===== src/spc2_regs.svh =====
// Register map, field positions and reset values of the serial port control
// block. Definitions only; included by the main module, the checker and the testbench.
`ifndef SPC2_REGS_SVH
`define SPC2_REGS_SVH

// ============================================================
// Register offsets
`define SPC2_OFS_CTRL2   4'h0
`define SPC2_OFS_CTRL1   4'h1
`define SPC2_OFS_STATUS  4'h2
`define SPC2_OFS_IRQ     4'h3
`define SPC2_OFS_MASK    4'h4

// ============================================================
// Control register two fields
`define SPC2_TXE_IE      7
`define SPC2_TXD_IE      6
`define SPC2_RXF_IE      5
`define SPC2_LQ_IE       4
`define SPC2_TX_ON       3
`define SPC2_RX_ON       2
`define SPC2_RX_STBY     1
`define SPC2_BRK_Q       0

// ============================================================
// Control register one fields (loop, source, width, wake, dir, long)
`define SPC2_LOOP        0
`define SPC2_RXSRC       1
`define SPC2_NINE        2
`define SPC2_ROUSE       3
`define SPC2_SWDIR       4
`define SPC2_LONGBRK     5

// ============================================================
// Reset values and timing counts
`define SPC2_CTRL2_RST   8'h00
`define SPC2_CTRL1_RST   8'h00
`define SPC2_MASK_RST    8'h00
`define SPC2_BIT_CYC     16'h01B2
`define SPC2_BRK_BITS    4'hA
`define SPC2_LBRK_BITS   4'hD

`endif


===== src/spc2_pkg.sv =====
// Types shared by the serial port control block.
// Assumes the constants header is on the include path.
`default_nettype none

package spc2_pkg;
  typedef enum logic [3:0] {
    SPC2_IDLE  = 4'h1,
    SPC2_DATA  = 4'h2,
    SPC2_PREAM = 4'h4,
    SPC2_BREAK = 4'h8
  } spc2_tx_state_t;
endpackage : spc2_pkg

`default_nettype wire


===== src/spc2_ctrl.sv =====
// Serial port control block: control register two with its interrupt
// enables, transmitter/receiver enables, standby, break queue, pin ownership.
// Assumes a single-master register port and a remote node on the lines.
//
// The placing of the registers and the address-and-strobe port were left to the implementer.
`default_nettype none
`include "spc2_regs.svh"

module spc2_ctrl
(
  // Clock and reset
  input  wire logic       ref_clk_i,
  input  wire logic       arst_n_i,
  // Register port
  input  wire logic [3:0] addr_i,
  input  wire logic [7:0] wdata_i,
  input  wire logic       wr_i,
  input  wire logic       rd_i,
  output logic      [7:0] rdata_o,
  // Transmit side
  input  wire logic [8:0] tx_data_i,
  input  wire logic       tx_valid_i,
  output logic            tx_ready_o,
  // Receive side
  output logic      [8:0] rx_data_o,
  output logic            rx_valid_o,
  input  wire logic       rx_read_i,
  // Serial output pin
  input  wire logic       serial_out_pin_i,
  output logic            serial_out_pin_o,
  output logic            serial_out_pin_oe_o,
  // Serial input pin
  input  wire logic       serial_in_pin_i,
  output logic            serial_in_gpio_o,
  // Interrupts
  output logic            serial_irq_o,
  output logic            event_irq_o
);
  import spc2_pkg::*;

  // ============================================================
  // Registers and decode
  logic [7:0] ctrl2;
  logic [7:0] ctrl1;
  logic [7:0] evt_sts;
  logic [7:0] evt_mask;
  logic       tx_buffer_empty;
  logic       tx_done;
  logic       rx_buffer_full;
  logic       line_quiet_flag;

  function automatic logic hit(input logic [3:0] a, input logic [3:0] o);
    hit = (a == o);
  endfunction : hit

  wire wr_c2  = wr_i && hit(addr_i, `SPC2_OFS_CTRL2);
  wire wr_c1  = wr_i && hit(addr_i, `SPC2_OFS_CTRL1);
  wire wr_msk = wr_i && hit(addr_i, `SPC2_OFS_MASK);
  wire rd_irq = rd_i && hit(addr_i, `SPC2_OFS_IRQ);

  wire tx_on        = ctrl2[`SPC2_TX_ON];
  wire rx_on        = ctrl2[`SPC2_RX_ON];
  wire break_queue  = ctrl2[`SPC2_BRK_Q];
  wire loopback_sel = ctrl1[`SPC2_LOOP];
  wire rx_src_sel   = ctrl1[`SPC2_RXSRC];
  wire nine_bit     = ctrl1[`SPC2_NINE];
  wire rouse_method = ctrl1[`SPC2_ROUSE];
  wire single_dir   = ctrl1[`SPC2_SWDIR];
  wire long_brk     = ctrl1[`SPC2_LONGBRK];
  wire single_wire  = loopback_sel && rx_src_sel;

  // ============================================================
  // Transmitter
  spc2_tx_state_t tx_state;
  spc2_tx_state_t next_tx_state;
  logic [15:0] bit_cnt;
  logic [3:0]  bit_idx;
  logic [10:0] tx_shift;
  logic        idle_pend;
  logic        brk_pend;
  logic        tx_owned;

  wire bit_end   = (bit_cnt == `SPC2_BIT_CYC);
  wire [3:0] ch_bits  = nine_bit ? 4'hB : 4'hA;
  wire [3:0] brk_bits = (long_brk ? `SPC2_LBRK_BITS : `SPC2_BRK_BITS)
                        + {3'h0, nine_bit};
  wire last_bit  = bit_end &&
                   (bit_idx == ((tx_state == SPC2_BREAK) ? brk_bits
                                                         : ch_bits) - 4'h1);
  wire tx_busy   = (tx_state != SPC2_IDLE);
  wire idle_req  = wr_c2 && !tx_on && wdata_i[`SPC2_TX_ON] && tx_busy;
  // break queued on write of one then zero
  wire brk_fall  = wr_c2 && break_queue && !wdata_i[`SPC2_BRK_Q];
  // transmitter only takes data while on
  wire tx_can    = tx_on && (!tx_busy || last_bit);
  assign tx_ready_o = tx_can && !brk_pend && !idle_pend && !break_queue;

  always_comb
  begin
    next_tx_state = tx_state;
    if (!tx_busy || last_bit)
    begin
      // breaks repeat while queue bit held
      if (brk_pend || (tx_on && break_queue))
        next_tx_state = SPC2_BREAK;
      else if (idle_pend)
        next_tx_state = SPC2_PREAM;
      else if (tx_can && tx_valid_i)
        next_tx_state = SPC2_DATA;
      else
        next_tx_state = SPC2_IDLE;
    end
  end

  wire start_ch = (!tx_busy || last_bit) && (next_tx_state != SPC2_IDLE);

  always_ff @(posedge ref_clk_i or negedge arst_n_i)
  begin
    if (!arst_n_i)
    begin
      tx_state  <= SPC2_IDLE;
      bit_cnt   <= 16'h0000;
      bit_idx   <= 4'h0;
      tx_shift  <= 11'h7FF;
      idle_pend <= 1'b0;
      brk_pend  <= 1'b0;
    end
    else
    begin
      tx_state <= next_tx_state;
      bit_cnt  <= (start_ch || bit_end) ? 16'h0000 : bit_cnt + 16'h0001;
      if (start_ch)
      begin
        bit_idx <= 4'h0;
        unique case (next_tx_state)
          SPC2_DATA:  tx_shift <= nine_bit ? {1'b1, tx_data_i, 1'b0}
                                           : {2'h3, tx_data_i[7:0], 1'b0};
          SPC2_BREAK: tx_shift <= 11'h000;
          default:    tx_shift <= 11'h7FF;
        endcase
      end
      else if (bit_end)
      begin
        bit_idx  <= bit_idx + 4'h1;
        tx_shift <= last_bit ? 11'h7FF
                  : (tx_state == SPC2_BREAK) ? 11'h000
                                             : {1'b1, tx_shift[10:1]};
      end
      if (idle_req)
        idle_pend <= 1'b1;
      else if (start_ch && next_tx_state == SPC2_PREAM)
        idle_pend <= 1'b0;
      if (brk_fall)
        brk_pend <= 1'b1;
      else if (start_ch && next_tx_state == SPC2_BREAK)
        brk_pend <= 1'b0;
    end
  end

  // pin held until pending traffic ends
  always_ff @(posedge ref_clk_i or negedge arst_n_i)
  begin
    if (!arst_n_i)
      tx_owned <= 1'b0;
    else
      tx_owned <= tx_on || next_tx_state != SPC2_IDLE || idle_pend
                  || brk_pend;
  end

  // ============================================================
  // Pins
  // single-wire direction; receive drops drive
  wire tx_drive = tx_owned && (!single_wire || single_dir);
  always_ff @(posedge ref_clk_i or negedge arst_n_i)
  begin
    if (!arst_n_i)
    begin
      serial_out_pin_o    <= 1'b1;
      serial_out_pin_oe_o <= 1'b0;
    end
    else
    begin
      serial_out_pin_o    <= tx_shift[0];
      serial_out_pin_oe_o <= tx_drive;
    end
  end

  logic in_sync;
  logic out_sync;
  spc2_sync u_in_sync
  (
    .ref_clk_i (ref_clk_i),
    .arst_n_i  (arst_n_i),
    .async_i   (serial_in_pin_i),
    .sync_o    (in_sync)
  );
  spc2_sync u_out_sync
  (
    .ref_clk_i (ref_clk_i),
    .arst_n_i  (arst_n_i),
    .async_i   (serial_out_pin_i),
    .sync_o    (out_sync)
  );

  // input pin released when off or looped
  assign serial_in_gpio_o = !rx_on || loopback_sel;
  wire rx_line = !loopback_sel ? in_sync
               : (single_wire ? (tx_drive ? tx_shift[0] : out_sync)
                              : tx_shift[0]);

  // ============================================================
  // Receiver
  logic [15:0] rx_cnt;
  logic [3:0]  rx_idx;
  logic [9:0]  rx_shift;
  logic        rx_act;
  logic [3:0]  quiet_bits;
  logic        quiet_armed;
  logic        rx_standby;

  wire rx_mid   = (rx_cnt == (`SPC2_BIT_CYC >> 1));
  wire rx_bt    = (rx_cnt == `SPC2_BIT_CYC);
  wire rx_start = rx_on && !rx_act && !rx_line;
  wire rx_last  = rx_act && rx_mid && (rx_idx == ch_bits - 4'h1);
  wire [8:0] rx_word = nine_bit ? rx_shift[9:1]
                                : {1'b0, rx_shift[9:2]};
  wire rx_msb   = nine_bit ? rx_shift[9] : rx_shift[9];
  wire quiet_ev = rx_on && !rx_act && quiet_armed && rx_bt
                  && (quiet_bits == ch_bits - 4'h1);
  wire wake     = rouse_method ? (rx_last && rx_msb) : quiet_ev;
  wire rx_deliver = rx_last && !rx_standby;

  always_ff @(posedge ref_clk_i or negedge arst_n_i)
  begin
    if (!arst_n_i)
    begin
      rx_cnt      <= 16'h0000;
      rx_idx      <= 4'h0;
      rx_shift    <= 10'h000;
      rx_act      <= 1'b0;
      quiet_bits  <= 4'h0;
      quiet_armed <= 1'b0;
      rx_data_o   <= 9'h000;
    end
    else
    begin
      rx_cnt <= (rx_start || rx_bt || (!rx_act && !rx_line))
                ? 16'h0000 : rx_cnt + 16'h0001;
      if (rx_start)
      begin
        rx_act <= 1'b1;
        rx_idx <= 4'h0;
      end
      else if (rx_act && rx_mid)
      begin
        rx_shift <= {rx_line, rx_shift[9:1]};
        rx_idx   <= rx_idx + 4'h1;
        if (rx_last)
          rx_act <= 1'b0;
      end
      quiet_bits <= (rx_act || !rx_line) ? 4'h0
                  : (rx_bt ? quiet_bits + 4'h1 : quiet_bits);
      if (rx_last)
        quiet_armed <= 1'b1;
      else if (quiet_ev)
        quiet_armed <= 1'b0;
      if (rx_deliver)
        rx_data_o <= rx_word;
    end
  end

  // standby set by software, cleared on wakeup
  always_ff @(posedge ref_clk_i or negedge arst_n_i)
  begin
    if (!arst_n_i)
      rx_standby <= 1'b0;
    else if (wake)
      rx_standby <= 1'b0;
    else if (wr_c2)
      rx_standby <= wdata_i[`SPC2_RX_STBY];
  end

  // ============================================================
  // Flags
  always_ff @(posedge ref_clk_i or negedge arst_n_i)
  begin
    if (!arst_n_i)
    begin
      rx_buffer_full  <= 1'b0;
      line_quiet_flag <= 1'b0;
    end
    else
    begin
      // Set wins over clear
      rx_buffer_full  <= rx_deliver || (rx_buffer_full && !rx_read_i);
      line_quiet_flag <= (quiet_ev && !rx_standby)
                         || (line_quiet_flag && !rx_read_i);
    end
  end
  assign rx_valid_o      = rx_buffer_full;
  assign tx_buffer_empty = tx_on && !(tx_busy && tx_state == SPC2_DATA
                                      && !last_bit);
  assign tx_done         = !tx_busy && !idle_pend && !brk_pend;

  assign serial_irq_o = (ctrl2[`SPC2_TXE_IE] && tx_buffer_empty)
                     || (ctrl2[`SPC2_TXD_IE] && tx_done)
                     || (ctrl2[`SPC2_RXF_IE] && rx_buffer_full)
                     || (ctrl2[`SPC2_LQ_IE]  && line_quiet_flag);

  // Sticky event copies, cleared by reading them once their flag has dropped
  wire [7:0] evt_set = {4'h0, line_quiet_flag, rx_buffer_full,
                        tx_done, tx_buffer_empty};
  always_ff @(posedge ref_clk_i or negedge arst_n_i)
  begin
    if (!arst_n_i)
      evt_sts <= 8'h00;
    else
      evt_sts <= evt_set | (rd_irq ? 8'h00 : evt_sts);
  end
  assign event_irq_o = |(evt_sts & evt_mask);

  // ============================================================
  // Register writes and reads
  // no access restriction
  always_ff @(posedge ref_clk_i or negedge arst_n_i)
  begin
    if (!arst_n_i)
    begin
      ctrl2    <= `SPC2_CTRL2_RST;
      ctrl1    <= `SPC2_CTRL1_RST;
      evt_mask <= `SPC2_MASK_RST;
    end
    else
    begin
      if (wr_c2)
        ctrl2 <= {wdata_i[7:2], 1'b0, wdata_i[0]};
      if (wr_c1)
        ctrl1 <= {2'h0, wdata_i[5:0]};
      if (wr_msk)
        evt_mask <= {4'h0, wdata_i[3:0]};
    end
  end

  wire [7:0] ctrl2_view = {ctrl2[7:2], rx_standby, ctrl2[0]};
  wire [7:0] status     = {4'h0, line_quiet_flag, rx_buffer_full,
                           tx_done, tx_buffer_empty};
  wire [7:0] rd_mux =
    hit(addr_i, `SPC2_OFS_CTRL2)  ? ctrl2_view :
    hit(addr_i, `SPC2_OFS_CTRL1)  ? ctrl1 :
    hit(addr_i, `SPC2_OFS_STATUS) ? status :
    hit(addr_i, `SPC2_OFS_IRQ)    ? evt_sts :
    hit(addr_i, `SPC2_OFS_MASK)   ? evt_mask : 8'h00;

  always_ff @(posedge ref_clk_i or negedge arst_n_i)
  begin
    if (!arst_n_i)
      rdata_o <= 8'h00;
    else
      rdata_o <= rd_i ? rd_mux : 8'h00;
  end
endmodule : spc2_ctrl

`default_nettype wire


===== src/spc2_sync.sv =====
// Two flip-flop synchroniser for one asynchronous pin level.
// Assumes the input comes from outside the ref_clk_i domain.
`default_nettype none

module spc2_sync
(
  // Clock and reset
  input  wire logic ref_clk_i,
  input  wire logic arst_n_i,
  // Level
  input  wire logic async_i,
  output logic      sync_o
);
  logic meta;

  always_ff @(posedge ref_clk_i or negedge arst_n_i)
  begin
    if (!arst_n_i)
    begin
      meta   <= 1'b1;
      sync_o <= 1'b1;
    end
    else
    begin
      meta   <= async_i;
      sync_o <= meta;
    end
  end
endmodule : spc2_sync

`default_nettype wire


===== config.mk =====
export PLATFORM = sky130hd
export DESIGN_NAME = spc2_ctrl
export DESIGN_NICKNAME = d
export VERILOG_FILES = /design/src/spc2_pkg.sv /design/src/spc2_ctrl.sv /design/src/spc2_sync.sv
export VERILOG_INCLUDE_DIRS = /design/src
export SDC_FILE = /design/constraint.sdc
export NUM_CORES = 1
export LEC_CHECK = 0
export BUFFER_PORTS_ARGS = -buffer_cell sky130_fd_sc_hd__buf_2
export CAP_MARGIN = 15
export CORE_MARGIN = 3
export CORE_UTILIZATION = 35
export CTS_BUF_LIST = sky130_fd_sc_hd__clkbuf_4
export CTS_CLUSTER_DIAMETER = 200
export DETAILED_ROUTE_END_ITERATION = 16
export GPL_TIMING_DRIVEN = 0
export SLEW_MARGIN = 0
export SYNTH_ARGS = -nofsm -noshare
export SYNTH_HDL_FRONTEND = slang
export SYNTH_SLANG_ARGS = --single-unit

===== constraint.sdc =====
create_clock -name ref_clk_i -period 3.1 [get_ports ref_clk_i]
set_input_delay 0.465 -clock ref_clk_i [delete_from_list [all_inputs] [get_ports ref_clk_i]]
set_output_delay 0.465 -clock ref_clk_i [all_outputs]
set_load 0.02 [all_outputs]

# After elaboration in Yosys (flattened, before gate mapping)
# Index checks and enable logic that the tools add are counted.
dict set report word_totals {
  regBits 125
  in_bits 29
  word_cells 185
}
dict set report op_classes {
  addsub 8
  n_eq_ne 17
  mux 44
  bitwise 3
  reduce_logical 85
}
# operator count
set ops {}
lappend ops {{$mux W8} 6}
lappend ops {{$mux W11} 4}
lappend ops {{$logic_and A1 B1 Y1} 43}
lappend ops {{$mux W4} 10}
lappend ops {{$add A16 B1 Y16 const B} 2}
lappend ops {{$eq A16 B9 Y1 const B} 2}
lappend ops {{$mux W16} 2}
lappend ops {{$pmux W11 S2} 1}
lappend ops {{$eq A16 B8 Y1 const B} 1}
lappend ops {{$eq A4 B2 Y1 const B} 4}
lappend ops {{$logic_or A1 B1 Y1} 16}
lappend ops {{$mux W1} 16}
lappend ops {{$reduce_bool A2 Y1} 8}
lappend ops {{$logic_not A1 Y1} 14}
lappend ops {{$add A4 B1 Y4 const B} 3}
lappend ops {{$eq A4 B4 Y1} 3}
lappend ops {{$mux W10} 1}
lappend ops {{$mux W9} 1}
lappend ops {{$and A8 B4 Y8} 1}
lappend ops {{$eq A4 B3 Y1 const B} 2}
lappend ops {{$eq A4 B4 Y1 const B} 2}
lappend ops {{$ne A4 B1 Y1 const B} 2}
lappend ops {{$or A4 B8 Y8} 1}
lappend ops {{$reduce_or A8 Y1} 1}
lappend ops {{8 further kinds} 11}

# Longest topological paths before layout
# Gate-level depths: netlist of run 1.
dict set report logic_depth {
  word_depth 18
  depth_mapped 12
  mapped_depth_nobuf 9
}

# By module
# Synthesis of run 1 repeated with hierarchy kept, for this count alone.
dict set report unflattened {
  cells_unflattened 585
  hier_area_um2 5838.1
}
# mod instances cells_per_inst area_per_inst_um2 seq_area_each_um2
set by_module_without_submodules {}
lappend by_module_without_submodules {spc2_ctrl 1 581 5733.0 2919.0}
lappend by_module_without_submodules {spc2_sync 2 2 52.6 52.6}

# Worst setup path before layout of run 1
# No wires, ideal clock.
dict set report synth_timing {
  path_type {register -> output}
  start {register ctrl1[2]}
  end {output port serial_irq_o}
  arrival_ps 2544
  path_slack_ps 91
  stages_incl_launch_ff 11
  path_cell_list {dfrtp_1 -> clkbuf_1 -> inv_1 -> ha_1 -> and2_1 -> a221oi_1 -> a22oi_1 -> or2_1 -> buf_6 -> a31o_2 -> o21ai_0}
}
dict set report synth_via {
  elab_chain_len 13
}
# element line_no
set synth_rtl {}
lappend synth_rtl {{start: declaration} spc2_ctrl.sv:44} ;# logic [7:0] ctrl1;
lappend synth_rtl {{start signal: assignment} spc2_ctrl.sv:330} ;# ctrl1 <= `SPC2_CTRL1_RST;
lappend synth_rtl {{start signal: assignment} spc2_ctrl.sv:338} ;# ctrl1 <= {2'h0, wdata_i[5:0]};
lappend synth_rtl {{$add A4 B1 Y4 / $mux W1 (equally long branches)} {spc2_ctrl.sv:85, spc2_ctrl.sv:84}}
lappend synth_rtl {{$mux W4 (*)} spc2_ctrl.sv:88} ;# (bit_idx == ((tx_state == SPC2_BREAK) ? brk_bits
lappend synth_rtl {{$sub A4 B1 Y4 (*)} spc2_ctrl.sv:89} ;# : ch_bits) - 4'h1);
lappend synth_rtl {{$eq A4 B4 Y1 (*)} spc2_ctrl.sv:88}
lappend synth_rtl {{$logic_and A1 B1 Y1 (*)} spc2_ctrl.sv:87} ;# wire last_bit = bit_end &&
lappend synth_rtl {{$logic_not A1 Y1 (*)} spc2_ctrl.sv:302} ;# && !last_bit);
lappend synth_rtl {{$logic_and A1 B1 Y1 (*)} spc2_ctrl.sv:302}
lappend synth_rtl {{$logic_not A1 Y1 (*)} spc2_ctrl.sv:301} ;# assign tx_buffer_empty = tx_on && !(tx_busy && tx_state == SPC2_DATA
lappend synth_rtl {{$logic_and A1 B1 Y1 (*)} spc2_ctrl.sv:301}
lappend synth_rtl {{$logic_and A1 B1 Y1 (*)} spc2_ctrl.sv:305} ;# assign serial_irq_o = (ctrl2[`SPC2_TXE_IE] && tx_buffer_empty)
lappend synth_rtl {{$logic_or A1 B1 Y1 (*) (3 in a row)} spc2_ctrl.sv:305}
lappend synth_rtl {{end: declaration} spc2_ctrl.sv:36} ;# output logic serial_irq_o,
# Every way passes the cells marked *; elsewhere a longest branch is shown, timed or not.

# Worst setup path in the final report of run 1
# Same ends and word-level chain as after synthesis.

==> results.md, run 1 <==
Drt:
- The number of vias per cell after detailed routing is 4.94.
- The routed layout has 4,390 vias.
- The violation count after the first detailed-routing iteration is 280.
- After detailed routing, the average wire length per cell comes to 14.2 um.
- The length of the first detailed-routing pass in iterations is 4.
- The remaining antenna violation count after routing is 0.
- For this block, the routed nets add up to 12.6 mm of wire.
- In the routed design, unresolved DRC markers number 0.

Placed design:
- Summing all placed instances gives a cell area of 6390 um2.
- Prior to clock tree synthesis, the placed netlist has a worst setup slack of -170 ps.
- At the end of routability-driven placement, the weighted congestion stood at 0.833.
- The final HPWL from detailed placement is 8.70 mm.
- The port buffer count is 51.

Min path:
- The tightest min-delay check is of the primary input to flip-flop type.

Power and ir drop:
- In this run the power density over the cells is 491 nW/um2.
- The worst-case vdd ir drop is 0.235 mV.
- The standby leakage power is 3.24 nW.
- Power comes to 0.00341 W.

Timing:
- Setup violations remaining at the end of the flow were counted as 1.
- The share of the clock period used by the worst path after layout is 101%.
- The post-route clock skew is 19.2 ps.
- The setup TNS is -42.9 ps.
- The worst-case headroom to the max-slew limit is 26.3%.
- Setup repair after global routing could not meet its margin everywhere.
- The final count of hold timing violations is 0.
- The actual slew at the worst max-slew pin is 1100 ps.
- The number of max-slew violations in the final report was 0.
- Counting I/O delays and the setup requirement, the final critical path takes 3140 ps.
- The highest clock frequency the design can meet is 318 MHz.
- The final critical-path setup slack is -42.9 ps.

Clock network:
- The clock root buffer is sky130_fd_sc_hd__clkbuf_4.
- Clock tree synthesis inserted a total of 17 buffers.
- The buffer levels on the longest clock path is 2.
- The clock sink count is 120.
- Clock latency on the worst-skew pair, taken at its later pin, is 520 ps.
- The clock slew seen by the registers of the worst setup and hold paths is 100 ps.
- The clock tree synthesis step divided the H-tree into 4 levels.
- The TritonCTS clock tree is yes.

GRT:
- Entering global routing, the biggest net connects 90 pins.
- The number of antenna violations at the first check in global routing is 1.
- The residual overflow from global routing is 0.
- In the global route stage, overall resource usage came out at 14.3%.
- For met1 alone, demand over resource in global routing was 19.5%.
- The via count of the first global-routing pass came to 4,429.
- Global routing consumed, on the met2 layer, 22.8% of the routing resources.
- The global-route met3 utilization is 2.87%.
- The peak-usage layer in the global routing report is met2.
- The global-route wire length before repair is 21.4 mm.

Die:
- Measured along the y axis, the die boundary spans 135 um.
- The total area inside the core boundary comes to 16,100 um2.
- The floorplan die area is 18,200 um2.
- The die is 135 um wide.
- Row generation in the floorplan step produced 46 rows.
- For this configuration, the core starts out at a cell density of 36.2%.
- The count of boundary I/O pins is 53.

Setup path:
- Grouping stages by cell kind, the critical path spends the most delay in simple AND/OR/NAND/NOR gates.
- The signal on the critical path passes through ha_4 > or4b_4 > o22ai_2 > a22oi_2 > or2_1 > a31o_4 > o21ai_2 > buf_6.
- The capturing element type of the critical path is a primary output.
- The largest single stage delay on the critical path is 500 ps.
- The required time at the worst-slack endpoint is 2630 ps.
- STA classifies the critical path startpoint as a flip-flop.
- The critical path start-end classification is flip-flop to primary output.
- Together, buffers and inverters on the worst path number 1.
- The largest fanout of any net on the critical path is 2.
- The slowest library cell on the worst path is sky130_fd_sc_hd__or4b_4.
- Data on the critical path arrives at its endpoint at 2680 ps.

Logic synthesis:
- For this run, the number of Yosys warnings is 0.
- The summed instance area of the synthesized netlist is 5830 um2.
- The count of different cell masters after synthesis is 66.
- The synthesized area divided by synthesized cell count is 10.2 um2.
- The number of flops mapped to enable cells by yosys is 0.
- For this run, the register share of the synthesized area comes to 51.9%.
- Of all flip-flops after synthesis, the portion carrying an async set or reset was 100%.
- The synthesized netlist net count is 611.
- The synthesized design contains 120 register bits.
- The dominant synthesized flop cell is sky130_fd_sc_hd__dfrtp_1.
- The synthesized netlist cell count is 572.

Final layout:
- The area used by multi-input combinational logic is 2760 um2.
- Fill cells in the final layout number 1,587.
- Leaving out fill and tap cells, the most frequent cell in the layout is sky130_fd_sc_hd__dfrtp_1.
- In the final design database the tool counted 698 nets.
- The post-route standard cell area excluding fillers is 6930 um2.
- Compared with the post-synthesis result, the final layout area differs by 18.9%.
- For this run, the share of the core covered by cells in the final layout is 43.0%.
- The footprint of the flip-flops and latches is 3030 um2.
- In the layout the commonest cells are sky130_fd_sc_hd__dfrtp_1, sky130_fd_sc_hd__nand2_1, sky130_fd_sc_hd__nor2_1.
- The share of cells above drive strength 1 is 25.3%.

Run:
- The max capacitance violation total is 0.

Outcome:
- The checks that failed: setup timing.
- The run finished, with violations left.
-- cell type report --
type	count	area share, %
Sequential cell	120	43.6
Multi-Input combinational cell	416	39.8
Timing Repair Buffer	69	6.30
Tap cell	216	3.90
Clock buffer	22	2.38
Clock inverter	10	1.53
Buffer	15	1.25
Inverter	20	1.19
Antenna cell	1	0.0361
-- Yosys cell counts, types with 5 or more instances --
cell | n | share of area, %
sky130_fd_sc_hd__dfrtp_1 | 103 | 44
sky130_fd_sc_hd__nor3b_1 | 5 | 0.64
sky130_fd_sc_hd__mux2_2 | 22 | 4.3
sky130_fd_sc_hd__xor2_1 | 25 | 3.8
sky130_fd_sc_hd__and3_1 | 8 | 0.86
sky130_fd_sc_hd__nor3_1 | 10 | 0.86
sky130_fd_sc_hd__nor2b_1 | 7 | 0.75
sky130_fd_sc_hd__clkbuf_1 | 8 | 0.52
sky130_fd_sc_hd__ha_1 | 10 | 2.1
sky130_fd_sc_hd__a21oi_1 | 28 | 2.4
sky130_fd_sc_hd__mux2i_1 | 12 | 2.1
sky130_fd_sc_hd__nor2_1 | 77 | 5.0
sky130_fd_sc_hd__a22o_1 | 5 | 0.75
sky130_fd_sc_hd__o2bb2ai_1 | 11 | 1.7
sky130_fd_sc_hd__nand3_1 | 19 | 1.6
sky130_fd_sc_hd__a22oi_1 | 8 | 1.0
sky130_fd_sc_hd__nand4_1 | 5 | 0.54
sky130_fd_sc_hd__a21o_1 | 6 | 0.77
sky130_fd_sc_hd__o21ai_0 | 9 | 0.77
sky130_fd_sc_hd__xnor2_1 | 12 | 1.8
sky130_fd_sc_hd__nand2_1 | 79 | 5.1
sky130_fd_sc_hd__inv_1 | 20 | 1.3
sky130_fd_sc_hd__dfstp_2 | 17 | 7.7
-- what timing repair did --
action / in CTS / in global routing
hold buffers: 3 / 0
gates resized for setup: 25 / 8
buffers inserted: 9 / 5
endpoints found under the setup margin: 4 / 2
pin swaps: 7 / 9
endpoints found under the hold margin: 21 / 0
cloned: 0 / 0
-- state kept, by name (all words and copies together) (netlist names), 6 cells and up --
signal,count
bit_cnt,16
rx_cnt,16
tx_shift,11
rx_data_o,9
rx_shift,9
rdata_o,8
ctrl2,7
ctrl1,6
-- metrics by stage --
step / std cells / hold WS (ps)
after floorplan: 572 / 169
after global placement: 839 / 363
after detailed placement: 840 / 358
after CTS: 884 / 98.8
after global routing: 889 / 108
final: 889 / 150
-- logic make-up (layout without fill, tap and decap cells) --
logic type,Yosys count,after routing,synth area share [%]
AND/OR/NAND/NOR,244,244,20.4
flip-flops,120,120,51.9
AO/OA/AOI/OAI,91,91,11.0
XOR/XNOR,37,37,5.56
buffers and inverters,36,136,2.73
multiplexers,34,34,6.31
adder cells (fa/ha/maj),10,10,2.15
other,0,1,0
-- layer usage --
metal,routed length [um],part of all wire [%],up-vias
met5,0,0,-
met1,5940,47,2146
li1,-,-,2166
met2,6120,49,63
met3,351,2.8,15
met4,199,1.6,0
-- report_power, final --
part | switching (W) | internal (W) | total, W
Combinational | 0.000273 | 0.000246 | 0.000519
Sequential | 0.000128 | 0.00168 | 0.00180
Clock | 0.000568 | 0.000515 | 0.00108
-- path summary, 6_finish.rpt --
kind | endpoint | slack, ps | depth (start not counted) | start
max reg2reg | bit_cnt[9]$_DFF_PN0_ | 450 | 8 | ctrl2[3]$_DFFE_PN0P_
min reg2reg | u_out_sync.sync_o$_DFF_PN1_ | 380 | 0 | u_out_sync.meta$_DFF_PN1_
max in group asynchronous | u_out_sync.sync_o$_DFF_PN1_ | 1950 | 3 | arst_n_i
min in group asynchronous | evt_sts[0]$_DFF_PN0_ | 380 | 2 | arst_n_i
max | serial_irq_o | -40 | 8 | ctrl1[2]$_DFFE_PN0P_
min | tx_shift[6]$_DFFE_PN1P_ | 150 | 2 | tx_data_i[5]
No activity file was read; power rests on OpenSTA's default activity.
==> inputs of run 2 (changes only) <==
clock period = 3.2 ns   (was 3.1 ns; I/O delays follow)
==> results.md, run 2 (synthesis results as in run 1) <==
Clock network:
- The number of H-tree branching levels is 4 (unchanged).
- The clock slew seen by the registers of the worst setup and hold paths is 100 ps (about the same).
- The clock sink count is 120 (unchanged).
- The buffer levels on the longest clock path is 2 (unchanged).
- The clock insertion delay at the later pin of the skew report came to 520 ps (about the same).
- The clock root buffer is sky130_fd_sc_hd__clkbuf_4 (unchanged).
- The TritonCTS clock tree was yes (unchanged).
- The number of clock buffers inserted by TritonCTS is 17 (unchanged).

Timing:
- The final count of hold timing violations came to 0 (unchanged).
- The share of the clock period used by the worst path after layout is 98.7%.
- The post-route clock skew came to 18.8 ps (was 19.2 ps).
- The worst-case headroom to the max-slew limit is 26.2% (was 26.3%).
- The number of max-slew violations in the final report is 0 (unchanged).
- The setup TNS is 0 ps (was -42.9 ps).
- The final setup violation count is 0 (was 1).
- RSZ-0062 raised after global routing: true (unchanged).
- The minimum period implied by the final worst setup slack is 3160 ps.
- The actual slew at the worst max-slew pin is 1100 ps (about the same).
- The worst hold slack across all endpoints is 166 ps (was 150 ps).
- The highest clock frequency the design can meet is 317 MHz.

Drt:
- The final routed wirelength across all metal layers was 12.6 mm (about the same).
- The count of vias placed by the detailed router is 4,375 (was 4,390).
- The violation count after the first detailed-routing iteration is 258 (was 280).
- The remaining antenna violation count after routing is 0 (unchanged).
- The length of the first detailed-routing pass in iterations was 4 (unchanged).
- The mean routed wirelength per cell was 14.2 um (about the same).
- The number of vias per cell after detailed routing was 4.92 (was 4.94).
- The remaining design rule violation count is 0 (unchanged).

Setup path:
- The capturing element type of the critical path is a primary output (unchanged).
- The required time at the worst-slack endpoint is 2720 ps (was 2630 ps).
- The startpoint type of the worst setup path is a flip-flop (unchanged).
- The critical path start-end classification is flip-flop to primary output (unchanged).
- The worst path arrival time is 2680 ps (about the same).
- The largest fanout of any net on the critical path came to 2 (unchanged).

Final layout:
- The net total in the final layout was 698 (unchanged).
- The leading cell type in the layout, fill and taps excluded is sky130_fd_sc_hd__dfrtp_1 (unchanged).
- The share of cells above drive strength 1 is 25.3% (unchanged).
- The area used by multi-input combinational logic is 2760 um2 (unchanged).
- Biggest regs: bit_cnt x16, rx_cnt x16, tx_shift x11 (unchanged).
- Commonest cells after routing, fill and taps aside: sky130_fd_sc_hd__dfrtp_1, sky130_fd_sc_hd__nand2_1, sky130_fd_sc_hd__nor2_1 (unchanged).
- The number of fill cells in the layout is 1,584 (was 1,587).
- The non-filler instance count after layout is 889 (unchanged).
- The footprint of the flip-flops and latches is 3030 um2 (unchanged).
- The layout overhead on the synthesized area is 18.9% (unchanged).

GRT:
- The global-route wire length before repair came to 21.4 mm (about the same).
- The via count of the first global-routing pass came to 4,410 (was 4,429).
- The pin count of the biggest net entering global routing is 90 (unchanged).
- The residual overflow from global routing is 0 (unchanged).
- The overall routing resource usage is 14.3% (about the same).
- The number of antenna violations at the first check in global routing was 1 (unchanged).

Min path:
- The path category of the worst min-delay check was primary input to flip-flop (unchanged).

Power and ir drop:
- The sequential share of power came to 53.0% (about the same).
- The ratio of total power to cell area came to 476 nW/um2 (was 491 nW/um2).
- The part of the total power dissipated in the clock network was 31.8% (about the same).
- The standby leakage power is 3.24 nW (unchanged).
- The proportion of power drawn by combinational gates was 15.2% (about the same).
- The worst-case vdd ir drop is 0.228 mV (was 0.235 mV).
- The internal power consumption is 0.00236 W (was 0.00244 W).
- The switching part of the total power is 28.4% (was 28.5%).
- The net switching power was 0.000938 W (was 0.000969 W).

Die:
- The initial cell density of the core is 36.2% (unchanged).
- The count of boundary I/O pins is 53 (unchanged).
- The vertical die dimension came to 135 um (unchanged).
- The floorplan die area is 18,200 um2 (unchanged).
- The number of rows created at floorplan is 46 (unchanged).
- The chip width was 135 um (unchanged).
- The core outline area is 16,100 um2 (unchanged).

Run:
- The max capacitance violation total was 0 (unchanged).

Placed design:
- The final HPWL from detailed placement is 8.70 mm (unchanged).
- The global placer's final weighted congestion is 0.833 (unchanged).
- The port buffer count was 51 (unchanged).
- The count of placed standard cells including taps is 840 (unchanged).

Outcome:
- Result of the run: complete, no violations (was finished with violations).
[run 2: what timing repair did]
item	CTS	global route
endpoints found under the hold margin	19	2
pin swaps	7	9
resized for setup	25	8
hold buffers	1	2
setup endpoints to repair	2	2
setup buffers	9	5
[run 2: final timing paths]
path	start	to	slack (ps)	cells after the start
worst max-delay path	ctrl1[2]$_DFFE_PN0P_	serial_irq_o	40	8
worst min-delay path	tx_data_i[5]	tx_shift[6]$_DFFE_PN1P_	170	2
worst max register to register	ctrl2[3]$_DFFE_PN0P_	bit_cnt[9]$_DFF_PN0_	550	8
worst min register to register	u_out_sync.meta$_DFF_PN1_	u_out_sync.sync_o$_DFF_PN1_	380	0
max in group asynchronous	arst_n_i	u_out_sync.sync_o$_DFF_PN1_	2030	3
min in group asynchronous	arst_n_i	evt_sts[0]$_DFF_PN0_	400	2
[run 2: worst max-delay path, stage by stage, from the launching register on]
cell                      delay (ps)
sky130_fd_sc_hd__dfrtp_1         440
sky130_fd_sc_hd__ha_4            180
sky130_fd_sc_hd__or4b_4          500
sky130_fd_sc_hd__o22ai_2         140
sky130_fd_sc_hd__a22oi_2         100
sky130_fd_sc_hd__or2_1           260
sky130_fd_sc_hd__a31o_4          260
sky130_fd_sc_hd__o21ai_2         130
sky130_fd_sc_hd__buf_6           130
[run 2: routing by layer]
metal  vias up  part of all wire, %  GRT usage (%)  wire (um)
met5         -                    0              0          0
met4         0                  1.5           5.32        188
met3        14                  2.8           2.94        359
met2        63                   48           22.7       6120
met1      2127                   47           19.5       5950
li1       2171                    -              -          -
[run 2: power by group through the flow]
| stage | logic [W] | registers (W) | clock network [W] |
|---|---|---|---|
| 6_report | 0.000502 | 0.00175 | 0.00105 |
| 5_1_grt | 0.000559 | 0.00176 | 0.00116 |
| 3_5_place_dp | 0.000422 | 0.00177 | 0 |
| 2_1_floorplan | 0.000278 | 0.00174 | 0 |
| 4_1_cts | 0.000498 | 0.00174 | 0.00109 |
| 3_3_place_gp | 0.000405 | 0.00177 | 0 |
[run 2: per-stage QoR]
stage	power [W]	util, %	worst slack (ps)	area (um2)
4_1_cts	0.00333	42.5	-76.9	6850
3_5_place_dp	0.00219	39.6	-85.2	6390
3_3_place_gp	0.00217	39.4	-88.9	6350
2_1_floorplan	0.00202	-	176	5830
5_1_grt	0.00348	43.0	-82.7	6930
6_report	0.00330	43.0	41.2	6930
[run 2: final cells by class]
cell class	count	share of cell area, %
inverter	20	1.19
clock buffer	22	2.38
tap	216	3.90
sequential	120	43.6
multi-input combinational	416	39.8
timing repair buffer	69	6.30
antenna	1	0.0361
clock inverter	10	1.53
buffer	15	1.25
